File: config.mk
export PLATFORM = sky130hd
export DESIGN_NAME = lic_common_control
export DESIGN_NICKNAME = d
export VERILOG_FILES = /design/src/include/lic_pkg.sv /design/src/hw/lic_common_control.sv
export SDC_FILE = /design/constraint.sdc
export NUM_CORES = 1
export LEC_CHECK = 0
export BUFFER_PORTS_ARGS = -buffer_cell sky130_fd_sc_hd__buf_4
export CAP_MARGIN = 20
export CORE_MARGIN = 8
export CORE_UTILIZATION = 50
export DETAILED_ROUTE_END_ITERATION = 10
export GPL_TIMING_DRIVEN = 0
export PLACE_DENSITY = 0.73
export SKIP_LAST_GASP = 1
export SLEW_MARGIN = 10
export SYNTH_ARGS = -nofsm -noshare
export SYNTH_HDL_FRONTEND = slang
export SYNTH_SLANG_ARGS = --single-unit
File: constraint.sdc
create_clock -name hclk -period 3.69 [get_ports hclk]
set_input_delay 0.1845 -clock hclk [delete_from_list [all_inputs] [get_ports hclk]]
set_output_delay 0.1845 -clock hclk [all_outputs]
set_load 0.01 [all_outputs]
File: src/include/lic_pkg.sv
// Constants shared by the line interface common control block
package lic_pkg;
   // Register indices; the byte address is four times the index
   localparam logic [5:0] IDX_COMMON_CONTROL_ONE = 6'h00;
   localparam logic [5:0] IDX_ERROR_COUNT_TWO = 6'h12;
   localparam logic [5:0] IDX_TEST_ONE = 6'h13;
   localparam logic [5:0] IDX_TEST_TWO = 6'h14;
   localparam logic [5:0] IDX_TEST_THREE = 6'h15;
   localparam logic [5:0] IDX_IRQ_STATUS = 6'h20;
   localparam logic [5:0] IDX_IRQ_MASK = 6'h21;
   localparam int ADDR_LSB = 2;
   // Field positions in common_control_one
   localparam int BIT_LINE_STANDARD_SELECT = 7;
   localparam int BIT_NONRETURN_FORMAT_ENABLE = 6;
   localparam int BIT_CARRIER_LOSS_ALT_CRITERIA = 5;
   localparam int BIT_ERROR_COUNTER_UPDATE = 4;
   localparam int BIT_JITTER_CLOCK_SOURCE_SELECT = 3;
   localparam int BIT_TX_CLOCK_TO_JITTER_CLOCK = 2;
   localparam int BIT_TX_CLOCK_TO_RX_CLOCK = 1;
   localparam int BIT_TX_CLOCK_LOSS_FAILOVER = 0;
   // Interrupt status bits
   localparam int IRQ_CARRIER_LOSS = 0;
   localparam int IRQ_TX_CLOCK_LOSS = 1;
   localparam int IRQ_VIOLATION = 2;
   localparam int IRQ_SNAPSHOT_DONE = 3;
   localparam int IRQ_W = 4;
   localparam logic [7:0] RESET_BYTE = 8'h00;
   // Carrier loss zero counts
   localparam logic [11:0] CL_ZEROS_E1 = 12'd255;
   localparam logic [11:0] CL_ZEROS_T1 = 12'd192;
   localparam logic [11:0] CL_ZEROS_E1_ALT = 12'd2048;
   localparam logic [11:0] CL_ZEROS_T1_ALT = 12'd1544;
   // Excessive zeros run lengths
   localparam logic [11:0] EXZ_ZEROS_E1 = 12'd4;
   localparam logic [11:0] EXZ_ZEROS_T1 = 12'd8;
   // Timing
   localparam int HCLK_PERIOD_NS = 8;
   localparam int TX_LOSS_NS = 5000;
   localparam int TX_LOSS_CYCLES = (TX_LOSS_NS + HCLK_PERIOD_NS - 1) / HCLK_PERIOD_NS;
   localparam int ERR_W = 8;
   // Synchroniser lane positions
   localparam int S_TXPOS = 0;
   localparam int S_TXNEG = 1;
   localparam int S_TXCLK = 2;
   localparam int S_MCLK = 3;
   localparam int S_PLL = 4;
   localparam int S_RXCLK = 5;
   localparam int S_LPOS = 6;
   localparam int S_LNEG = 7;
   localparam int S_CV = 8;
   localparam int S_W = 9;
endpackage

File: src/hw/lic_common_control.sv
// Common control register bank and clock/data steering of the line interface
`timescale 1ns/1ps
`default_nettype none

module lic_common_control #(
   parameter int TX_LOSS_CYCLES = lic_pkg::TX_LOSS_CYCLES,
   parameter int ERR_W = lic_pkg::ERR_W
) (
   // Clock and reset
   input wire logic hclk,
   input wire logic hresetn,
   // AHB-Lite slave
   input wire logic hsel,
   input wire logic [31:0] haddr,
   input wire logic [1:0] htrans,
   input wire logic hwrite,
   input wire logic [2:0] hsize,
   input wire logic hready,
   input wire logic [31:0] hwdata,
   output logic hreadyout,
   output logic hresp,
   output logic [31:0] hrdata,
   // Clock sources
   input wire logic transmit_clock_in,
   input wire logic master_clock_in,
   input wire logic pll_clock_in,
   input wire logic recovered_clock_in,
   // Receive line side, decoded
   input wire logic line_rx_pos,
   input wire logic line_rx_neg,
   input wire logic code_violation,
   // Framer transmit data
   input wire logic tx_positive_data,
   input wire logic tx_negative_data,
   // Framer receive data and clocks
   output logic rx_positive_data,
   output logic rx_negative_data,
   output logic receive_clock_out,
   output logic jitter_attenuator_clock,
   output logic transmit_timing_clock,
   // Transmit line side
   output logic line_tx_pos,
   output logic line_tx_neg,
   // Status
   output logic receive_carrier_loss,
   output logic tx_clock_lost,
   output logic irq
);
   // Register state
   logic [7:0] ctrl;
   logic [7:0] test_reg [3];
   logic [lic_pkg::IRQ_W-1:0] irq_status;
   logic [lic_pkg::IRQ_W-1:0] irq_mask;
   logic [ERR_W-1:0] err_count;
   logic [ERR_W-1:0] err_latched;

   function automatic logic idx_mapped(input logic [5:0] idx);
      idx_mapped = (idx == lic_pkg::IDX_COMMON_CONTROL_ONE) ||
                   (idx >= lic_pkg::IDX_ERROR_COUNT_TWO && idx <= lic_pkg::IDX_TEST_THREE) ||
                   (idx == lic_pkg::IDX_IRQ_STATUS) || (idx == lic_pkg::IDX_IRQ_MASK);
   endfunction

   // Pin synchronisers
   wire logic [lic_pkg::S_W-1:0] pins = {code_violation, line_rx_neg, line_rx_pos,
      recovered_clock_in, pll_clock_in, master_clock_in, transmit_clock_in,
      tx_negative_data, tx_positive_data};
   logic [lic_pkg::S_W-1:0] sync1;
   logic [lic_pkg::S_W-1:0] sync2;
   genvar gi;
   generate
      for (gi = 0; gi < lic_pkg::S_W; gi++) begin : g_sync
         always_ff @(posedge hclk or negedge hresetn) begin
            if (!hresetn) begin
               sync1[gi] <= 1'b0;
               sync2[gi] <= 1'b0;
            end else begin
               sync1[gi] <= pins[gi];
               sync2[gi] <= sync1[gi];
            end
         end
      end
   endgenerate

   // Control fields
   wire logic std_t1 = ctrl[lic_pkg::BIT_LINE_STANDARD_SELECT];
   wire logic nrz_mode = ctrl[lic_pkg::BIT_NONRETURN_FORMAT_ENABLE];
   wire logic cl_alt = ctrl[lic_pkg::BIT_CARRIER_LOSS_ALT_CRITERIA];
   wire logic ecu_bit = ctrl[lic_pkg::BIT_ERROR_COUNTER_UPDATE];
   wire logic ja_pll = ctrl[lic_pkg::BIT_JITTER_CLOCK_SOURCE_SELECT];
   wire logic tx_to_ja = ctrl[lic_pkg::BIT_TX_CLOCK_TO_JITTER_CLOCK];
   wire logic tx_to_rx = ctrl[lic_pkg::BIT_TX_CLOCK_TO_RX_CLOCK];
   wire logic failover = ctrl[lic_pkg::BIT_TX_CLOCK_LOSS_FAILOVER];

   // Clock steering
   wire logic txclk_s = sync2[lic_pkg::S_TXCLK];
   wire logic ja_base = ja_pll ? sync2[lic_pkg::S_PLL] : sync2[lic_pkg::S_MCLK];
   wire logic ja_level = tx_to_ja ? txclk_s : ja_base;
   wire logic rx_level = tx_to_rx ? txclk_s : sync2[lic_pkg::S_RXCLK];
   wire logic tx_level = (failover && tx_clock_lost) ? ja_level : txclk_s;
   logic rx_level_d;
   logic tx_level_d;
   logic txclk_d;
   wire logic rx_edge = rx_level && !rx_level_d;
   wire logic tx_edge = tx_level && !tx_level_d;
   wire logic txclk_toggle = txclk_s ^ txclk_d;

   // Transmit clock watchdog; counts hclk cycles with no transmit clock change
   logic [15:0] tx_idle;
   wire logic tx_idle_full = tx_idle >= 16'(TX_LOSS_CYCLES);
   always_ff @(posedge hclk or negedge hresetn) begin
      if (!hresetn) begin
         tx_idle <= '0;
         tx_clock_lost <= 1'b0;
      end else begin
         tx_idle <= txclk_toggle ? '0 : (tx_idle_full ? tx_idle : tx_idle + 16'd1);
         tx_clock_lost <= !txclk_toggle && tx_idle_full;
      end
   end

   always_ff @(posedge hclk or negedge hresetn) begin
      if (!hresetn) begin
         rx_level_d <= 1'b0;
         tx_level_d <= 1'b0;
         txclk_d <= 1'b0;
         receive_clock_out <= 1'b0;
         jitter_attenuator_clock <= 1'b0;
         transmit_timing_clock <= 1'b0;
      end else begin
         rx_level_d <= rx_level;
         tx_level_d <= tx_level;
         txclk_d <= txclk_s;
         receive_clock_out <= rx_level;
         jitter_attenuator_clock <= ja_level;
         transmit_timing_clock <= tx_level;
      end
   end

   // Receive decode
   wire logic lpos = sync2[lic_pkg::S_LPOS];
   wire logic lneg = sync2[lic_pkg::S_LNEG];
   wire logic mark = lpos || lneg;
   logic last_pol;
   logic [11:0] zero_run;
   wire logic [11:0] cl_limit = cl_alt ? (std_t1 ? lic_pkg::CL_ZEROS_T1_ALT : lic_pkg::CL_ZEROS_E1_ALT)
                                       : (std_t1 ? lic_pkg::CL_ZEROS_T1 : lic_pkg::CL_ZEROS_E1);
   wire logic [11:0] exz_limit = std_t1 ? lic_pkg::EXZ_ZEROS_T1 : lic_pkg::EXZ_ZEROS_E1;
   wire logic bipolar_violation = mark && (lpos == last_pol);
   wire logic excessive_zeros = !mark && (zero_run == exz_limit - 12'd1);
   wire logic violation = rx_edge && (bipolar_violation || excessive_zeros || sync2[lic_pkg::S_CV]);
   wire logic cl_reach = rx_edge && !mark && (zero_run == cl_limit - 12'd1);
   wire logic [11:0] next_zero_run = mark ? '0 : ((zero_run >= cl_limit) ? zero_run : zero_run + 12'd1);

   always_ff @(posedge hclk or negedge hresetn) begin
      if (!hresetn) begin
         last_pol <= 1'b0;
         zero_run <= '0;
         receive_carrier_loss <= 1'b0;
         rx_positive_data <= 1'b0;
         rx_negative_data <= 1'b0;
      end else if (rx_edge) begin
         if (mark) begin
            last_pol <= lpos;
         end
         zero_run <= next_zero_run;
         receive_carrier_loss <= mark ? 1'b0 : (receive_carrier_loss || cl_reach);
         rx_positive_data <= nrz_mode ? mark : lpos;
         rx_negative_data <= nrz_mode ? (bipolar_violation || excessive_zeros || sync2[lic_pkg::S_CV]) : lneg;
      end
   end

   // Transmit encode; NRZ data are marked alternately on the two line outputs
   wire logic tx_nrz_bit = sync2[lic_pkg::S_TXPOS] || sync2[lic_pkg::S_TXNEG];
   logic tx_pol;
   always_ff @(posedge hclk or negedge hresetn) begin
      if (!hresetn) begin
         tx_pol <= 1'b0;
         line_tx_pos <= 1'b0;
         line_tx_neg <= 1'b0;
      end else if (tx_edge) begin
         if (nrz_mode) begin
            line_tx_pos <= tx_nrz_bit && !tx_pol;
            line_tx_neg <= tx_nrz_bit && tx_pol;
            tx_pol <= tx_pol ^ tx_nrz_bit;
         end else begin
            line_tx_pos <= sync2[lic_pkg::S_TXPOS];
            line_tx_neg <= sync2[lic_pkg::S_TXNEG];
         end
      end
   end

   // Error counter and snapshot; a request raised during a receive edge waits for the next one
   logic ecu_d;
   logic snap_req;
   wire logic ecu_rise = ecu_bit && !ecu_d;
   wire logic snap_now = snap_req && rx_edge;
   wire logic err_full = &err_count;
   always_ff @(posedge hclk or negedge hresetn) begin
      if (!hresetn) begin
         ecu_d <= 1'b0;
         snap_req <= 1'b0;
         err_count <= '0;
         err_latched <= '0;
      end else begin
         ecu_d <= ecu_bit;
         snap_req <= (snap_req && !rx_edge) || ecu_rise;
         if (snap_now) begin
            err_latched <= err_count;
            err_count <= ERR_W'(violation);
         end else if (violation && !err_full) begin
            err_count <= err_count + 1'b1;
         end
      end
   end

   // AHB-Lite slave: writes take no wait state, reads take one to register the data
   wire logic accept = hsel && htrans[1] && hready;
   wire logic [5:0] a_idx = haddr[lic_pkg::ADDR_LSB +: 6];
   logic w_pend;
   logic r_pend;
   logic [5:0] d_idx;
   wire logic wr_ok = w_pend && idx_mapped(d_idx);
   wire logic wr_ctrl = wr_ok && d_idx == lic_pkg::IDX_COMMON_CONTROL_ONE;
   wire logic wr_stat = wr_ok && d_idx == lic_pkg::IDX_IRQ_STATUS;
   wire logic wr_mask = wr_ok && d_idx == lic_pkg::IDX_IRQ_MASK;
   wire logic [lic_pkg::IRQ_W-1:0] irq_set;
   assign irq_set[lic_pkg::IRQ_CARRIER_LOSS] = cl_reach && !receive_carrier_loss;
   assign irq_set[lic_pkg::IRQ_TX_CLOCK_LOSS] = !txclk_toggle && tx_idle_full && !tx_clock_lost;
   assign irq_set[lic_pkg::IRQ_VIOLATION] = violation;
   assign irq_set[lic_pkg::IRQ_SNAPSHOT_DONE] = snap_now;
   wire logic [lic_pkg::IRQ_W-1:0] irq_clr = wr_stat ? hwdata[lic_pkg::IRQ_W-1:0] : '0;
   wire logic [lic_pkg::IRQ_W-1:0] next_irq_status = (irq_status & ~irq_clr) | irq_set;
   wire logic [31:0] rd_word =
      (d_idx == lic_pkg::IDX_COMMON_CONTROL_ONE) ? {24'h000000, ctrl} :
      (d_idx == lic_pkg::IDX_ERROR_COUNT_TWO) ? 32'(err_latched) :
      (d_idx == lic_pkg::IDX_TEST_ONE) ? {24'h000000, test_reg[0]} :
      (d_idx == lic_pkg::IDX_TEST_TWO) ? {24'h000000, test_reg[1]} :
      (d_idx == lic_pkg::IDX_TEST_THREE) ? {24'h000000, test_reg[2]} :
      (d_idx == lic_pkg::IDX_IRQ_STATUS) ? 32'(irq_status) :
      (d_idx == lic_pkg::IDX_IRQ_MASK) ? 32'(irq_mask) : 32'h00000000;

   always_ff @(posedge hclk or negedge hresetn) begin
      if (!hresetn) begin
         w_pend <= 1'b0;
         r_pend <= 1'b0;
         d_idx <= '0;
         hreadyout <= 1'b1;
         hresp <= 1'b0;
         hrdata <= '0;
      end else begin
         w_pend <= accept && hwrite;
         r_pend <= accept && !hwrite;
         if (accept) begin
            d_idx <= a_idx;
         end
         hreadyout <= !(accept && !hwrite);
         hresp <= 1'b0;
         if (r_pend) begin
            hrdata <= rd_word;
         end
      end
   end

   generate
      for (gi = 0; gi < 3; gi++) begin : g_test
         always_ff @(posedge hclk or negedge hresetn) begin
            if (!hresetn) begin
               test_reg[gi] <= lic_pkg::RESET_BYTE;
            end else if (wr_ok && d_idx == lic_pkg::IDX_TEST_ONE + 6'(gi)) begin
               test_reg[gi] <= hwdata[7:0];
            end
         end
      end
   endgenerate

   always_ff @(posedge hclk or negedge hresetn) begin
      if (!hresetn) begin
         ctrl <= lic_pkg::RESET_BYTE;
         irq_status <= '0;
         irq_mask <= '0;
         irq <= 1'b0;
      end else begin
         if (wr_ctrl) begin
            ctrl <= hwdata[7:0];
         end
         if (wr_mask) begin
            irq_mask <= hwdata[lic_pkg::IRQ_W-1:0];
         end
         irq_status <= next_irq_status;
         irq <= |(irq_status & irq_mask);
      end
   end

   // Checks
   a_bipolar_rx: assert property (@(posedge hclk) disable iff (!hresetn)
      rx_edge && !nrz_mode |=> rx_positive_data == $past(lpos) && rx_negative_data == $past(lneg))
      else $error("bipolar receive data not passed through");
   a_nrz_violation: assert property (@(posedge hclk) disable iff (!hresetn)
      rx_edge && nrz_mode && bipolar_violation |=> rx_negative_data && rx_positive_data)
      else $error("violation not flagged on negative receive output");
   a_loss_normal: assert property (@(posedge hclk) disable iff (!hresetn)
      $rose(receive_carrier_loss) && !$past(cl_alt) |->
      $past(zero_run) == ($past(std_t1) ? 12'd191 : 12'd254))
      else $error("carrier loss at wrong zero count");
   a_loss_alt: assert property (@(posedge hclk) disable iff (!hresetn)
      $rose(receive_carrier_loss) && $past(cl_alt) |->
      $past(zero_run) == ($past(std_t1) ? 12'd1543 : 12'd2047))
      else $error("alternate carrier loss at wrong zero count");
   a_snapshot_copy: assert property (@(posedge hclk) disable iff (!hresetn)
      snap_now |=> err_latched == $past(err_count) && err_count <= 1 && !snap_req)
      else $error("error count snapshot wrong");
   a_jitter_source: assert property (@(posedge hclk) disable iff (!hresetn)
      !tx_to_ja && !ja_pll && $stable(ctrl) |=> jitter_attenuator_clock == $past(sync2[lic_pkg::S_MCLK]))
      else $error("jitter clock not from master clock");
   a_rx_loop: assert property (@(posedge hclk) disable iff (!hresetn)
      tx_to_rx && $stable(ctrl) |=> receive_clock_out == $past(txclk_s))
      else $error("receive clock not looped from transmit clock");
   a_no_failover: assert property (@(posedge hclk) disable iff (!hresetn)
      !failover |=> transmit_timing_clock == $past(txclk_s))
      else $error("transmit timing switched without failover");
   a_unmapped_read: assert property (@(posedge hclk) disable iff (!hresetn)
      r_pend && !idx_mapped(d_idx) |=> hrdata == 32'h00000000 && hreadyout)
      else $error("absent register read not zero");
   a_read_ecr: assert property (@(posedge hclk) disable iff (!hresetn)
      r_pend && d_idx == lic_pkg::IDX_ERROR_COUNT_TWO |=> hrdata == 32'($past(err_latched)))
      else $error("error count two read mismatch");
endmodule

`default_nettype wire

==> run metrics <==
number of buffers added on ports=47; Final WS setup=0.594 ns; Remaining DRCs=0; Final Total Pwr=0.00411 W; area of the mapped netlist=6460 um2; Synth Instances=579; Worst Skew=0.00747 ns; Post-synth top cells=133 x dfrtp_1, 55 x mux2_2, 45 x nand2_1, 41 x nor2_1, 26 x buf_4; Final nets=792; CTS HTree Levels=4; leakage power=3.73 nW; Slew headroom=44.7%; slowest CP cell=a21oi_1; worst path arrival time=3.40 ns; RePlAce Congestion=0.889; first-pass GRT wire length=24200 um; DRT antenna net count=0; status=complete, no violations; share of the synthesized area in the top cell type=51.5%; Yosys warning count=0; share of cells above drive strength 1=25.1%; period utilisation layout=83.9%; FMAX=0.323 GHz; EDFF count, synth=0; PostCTS Resize Cnt=0; Core Rows=41; Worst-Margin Slew=0.825 ns; initial DRC count=371; top cells by area, synth=dfrtp_1 51%, mux2_2 9.6%, ha_1 4.3%, buf_4 3.0%, nand2_1 2.6%; max reg flops=24; hold-fix buffers at CTS=17; Reg2Reg Setup Slack=0.59 ns; DIE HEIGHT=130 um; Die Wd=130 um; min Tclk post-route=3.10 ns; FF+latch count, synth=134; total overflow reported by the global router=0; n_diodes=0; sequential area share after synthesis=51.9%; WL final=14400 um; Syn Area/Cell=11.2 um2; CTS tree=yes; total CTS buffers=17; antenna violations before repair=0; Hold Crit Class=primary input to flop; wire length per cell=16.5 um; Crit Path Max Fanout=10; DP HPWL=10200 um; Critical Path Source Type=flop; critical path type=flop to flop; RSZ-0062 raised after global routing=no; DR vias=4743; cell with the most instances after synthesis=dfrtp_1; die area=16800 um2; Critical Path Max Stage Delay=0.61 ns; postcts setup bufs=0; I/O pins=127; Root Buffer=clkbuf_16; Hold Vio Cnt, Final=0; vias in the first global route=4805; core area=12600 um2; Peak VDD IR=416 uV; max cap viols=0; Setup TNS Final=0 ns; Clock Sinks=134; Final Max Tran Viols=0; Worst-Skew Late Latency=0.42 ns; Synth async-reset ratio=100%; Max clock buf depth=2; Worst EP required=4.00 ns; distinct cell type count after synthesis=60; Pre-Repair DR Iteration Count=5; endpoint type of the worst setup path=flop; PwrDens=518 nW/um2; Starting Density=51.2%; Top FF cell, synth=dfrtp_1; area growth from synthesis to layout=22.9%; Worst-path clk slew=0.06 ns; DR vias/cell=5.44; crit-path cells=ha_1 -> inv_1 -> ha_1 -> a21o_1 -> a21oi_1 -> nand3_1 -> a21oi_1 -> a21boi_0 -> o22a_1; Final Setup Violations=0; DP Worst Slack=0.688 ns; Total Routing Usage GR=18.5%; largest net degree at the start of global routing=71; cell taking the most area after synthesis=dfrtp_1
-- cell type report --
type                    instances  area (um2)
flip-flops and latches        134        3350
plain buffers                  41         256
repair buffers                 65         554
fillers                      1041        4670
clock buffers                  20         447
inverters                      16        60.1
well taps                     172         215
multi-input cells             412        2880
clock inverters                12         175
-- routing by layer --
metal	up-vias	part of all wire [%]	track usage, %	routed length [um]
li1	2218	-	-	-
met1	2328	42	23.0	6040
met2	171	48	29.2	6840
met3	26	8.2	6.45	1170
met4	0	2.2	7.38	314
met5	-	0	0	0
-- logic make-up (layout without fill, tap and decap cells) --
family | Yosys count | in the layout | synth area share, %
simple gates | 180 | 180 | 14.2
flops | 134 | 134 | 51.9
compound gates | 95 | 95 | 10.2
mux | 64 | 64 | 11.0
buf+inv | 57 | 154 | 4.90
xor+xnor | 26 | 26 | 3.52
fa+ha+maj | 22 | 22 | 4.26
other cells | 1 | 25 | 0.0580
-- worst paths after layout --
kind	startpoint	endpoint	cells past startpoint
min in group asynchronous	hresetn	sync2[0]$_DFF_PN0_	2
max	ctrl[5]$_DFFE_PN0P_	zero_run[9]$_DFFE_PN0P_	9
min reg2reg	sync1[4]$_DFF_PN0_	sync2[4]$_DFF_PN0_	0
max in group asynchronous	hresetn	hreadyout$_DFF_PN1_	3
min	hwdata[5]	ctrl[5]$_DFFE_PN0P_	2
max reg2reg	ctrl[5]$_DFFE_PN0P_	zero_run[9]$_DFFE_PN0P_	9
-- worst max-delay path: cells and delay by family (launching register included) --
| family | cells | cell delay (ns) |
|---|---|---|
| buffers and inverters | 1 | 0.09 |
| DFF | 1 | 0.55 |
| adders and majority gates | 2 | 0.56 |
| and+or+nand+nor | 1 | 0.31 |
| AOI/OAI and AO/OA | 5 | 1.49 |
-- per-stage QoR --
step	util (%)	instance area (um2)	hold WS, ns	std cells
after CTS	63.0	7950	0.0146	872
after global routing	63.0	7950	0.0163	872
final	63.0	7950	0.0256	872
after floorplan	-	6550	-0.111	603
after global placement	56.4	7120	0.294	822
after detailed placement	56.7	7150	0.210	823
-- where the power goes --
group	total, W	internal (W)	switching, W
sequential	0.00174	0.00161	0.000137
clock	0.00177	0.00115	0.000621
combinational	0.000602	0.000284	0.000318
-- layout by cell type (no fill, tap or decap), types with 4 or more instances in the layout --
cell / instances
a211oi_1: 6
a21o_1: 5
a21oi_1: 18
and2_1: 10
and3_1: 15
buf_2: 4
buf_4: 72
bufinv_16: 4
clkbuf_1: 11
clkbuf_16: 17
conb_1: 25
dfrtp_1: 133
dlygate4sd3_1: 17
ha_1: 22
inv_1: 16
mux2_2: 55
mux2i_1: 9
nand2_1: 45
nand2b_1: 5
nand3_1: 21
nand4_1: 7
nor2_1: 41
nor2b_1: 7
nor3_1: 7
o21ai_0: 25
o22ai_1: 6
o31ai_1: 5
xnor2_1: 17
xor2_1: 9
No activity file was read; power rests on OpenSTA's default activity.
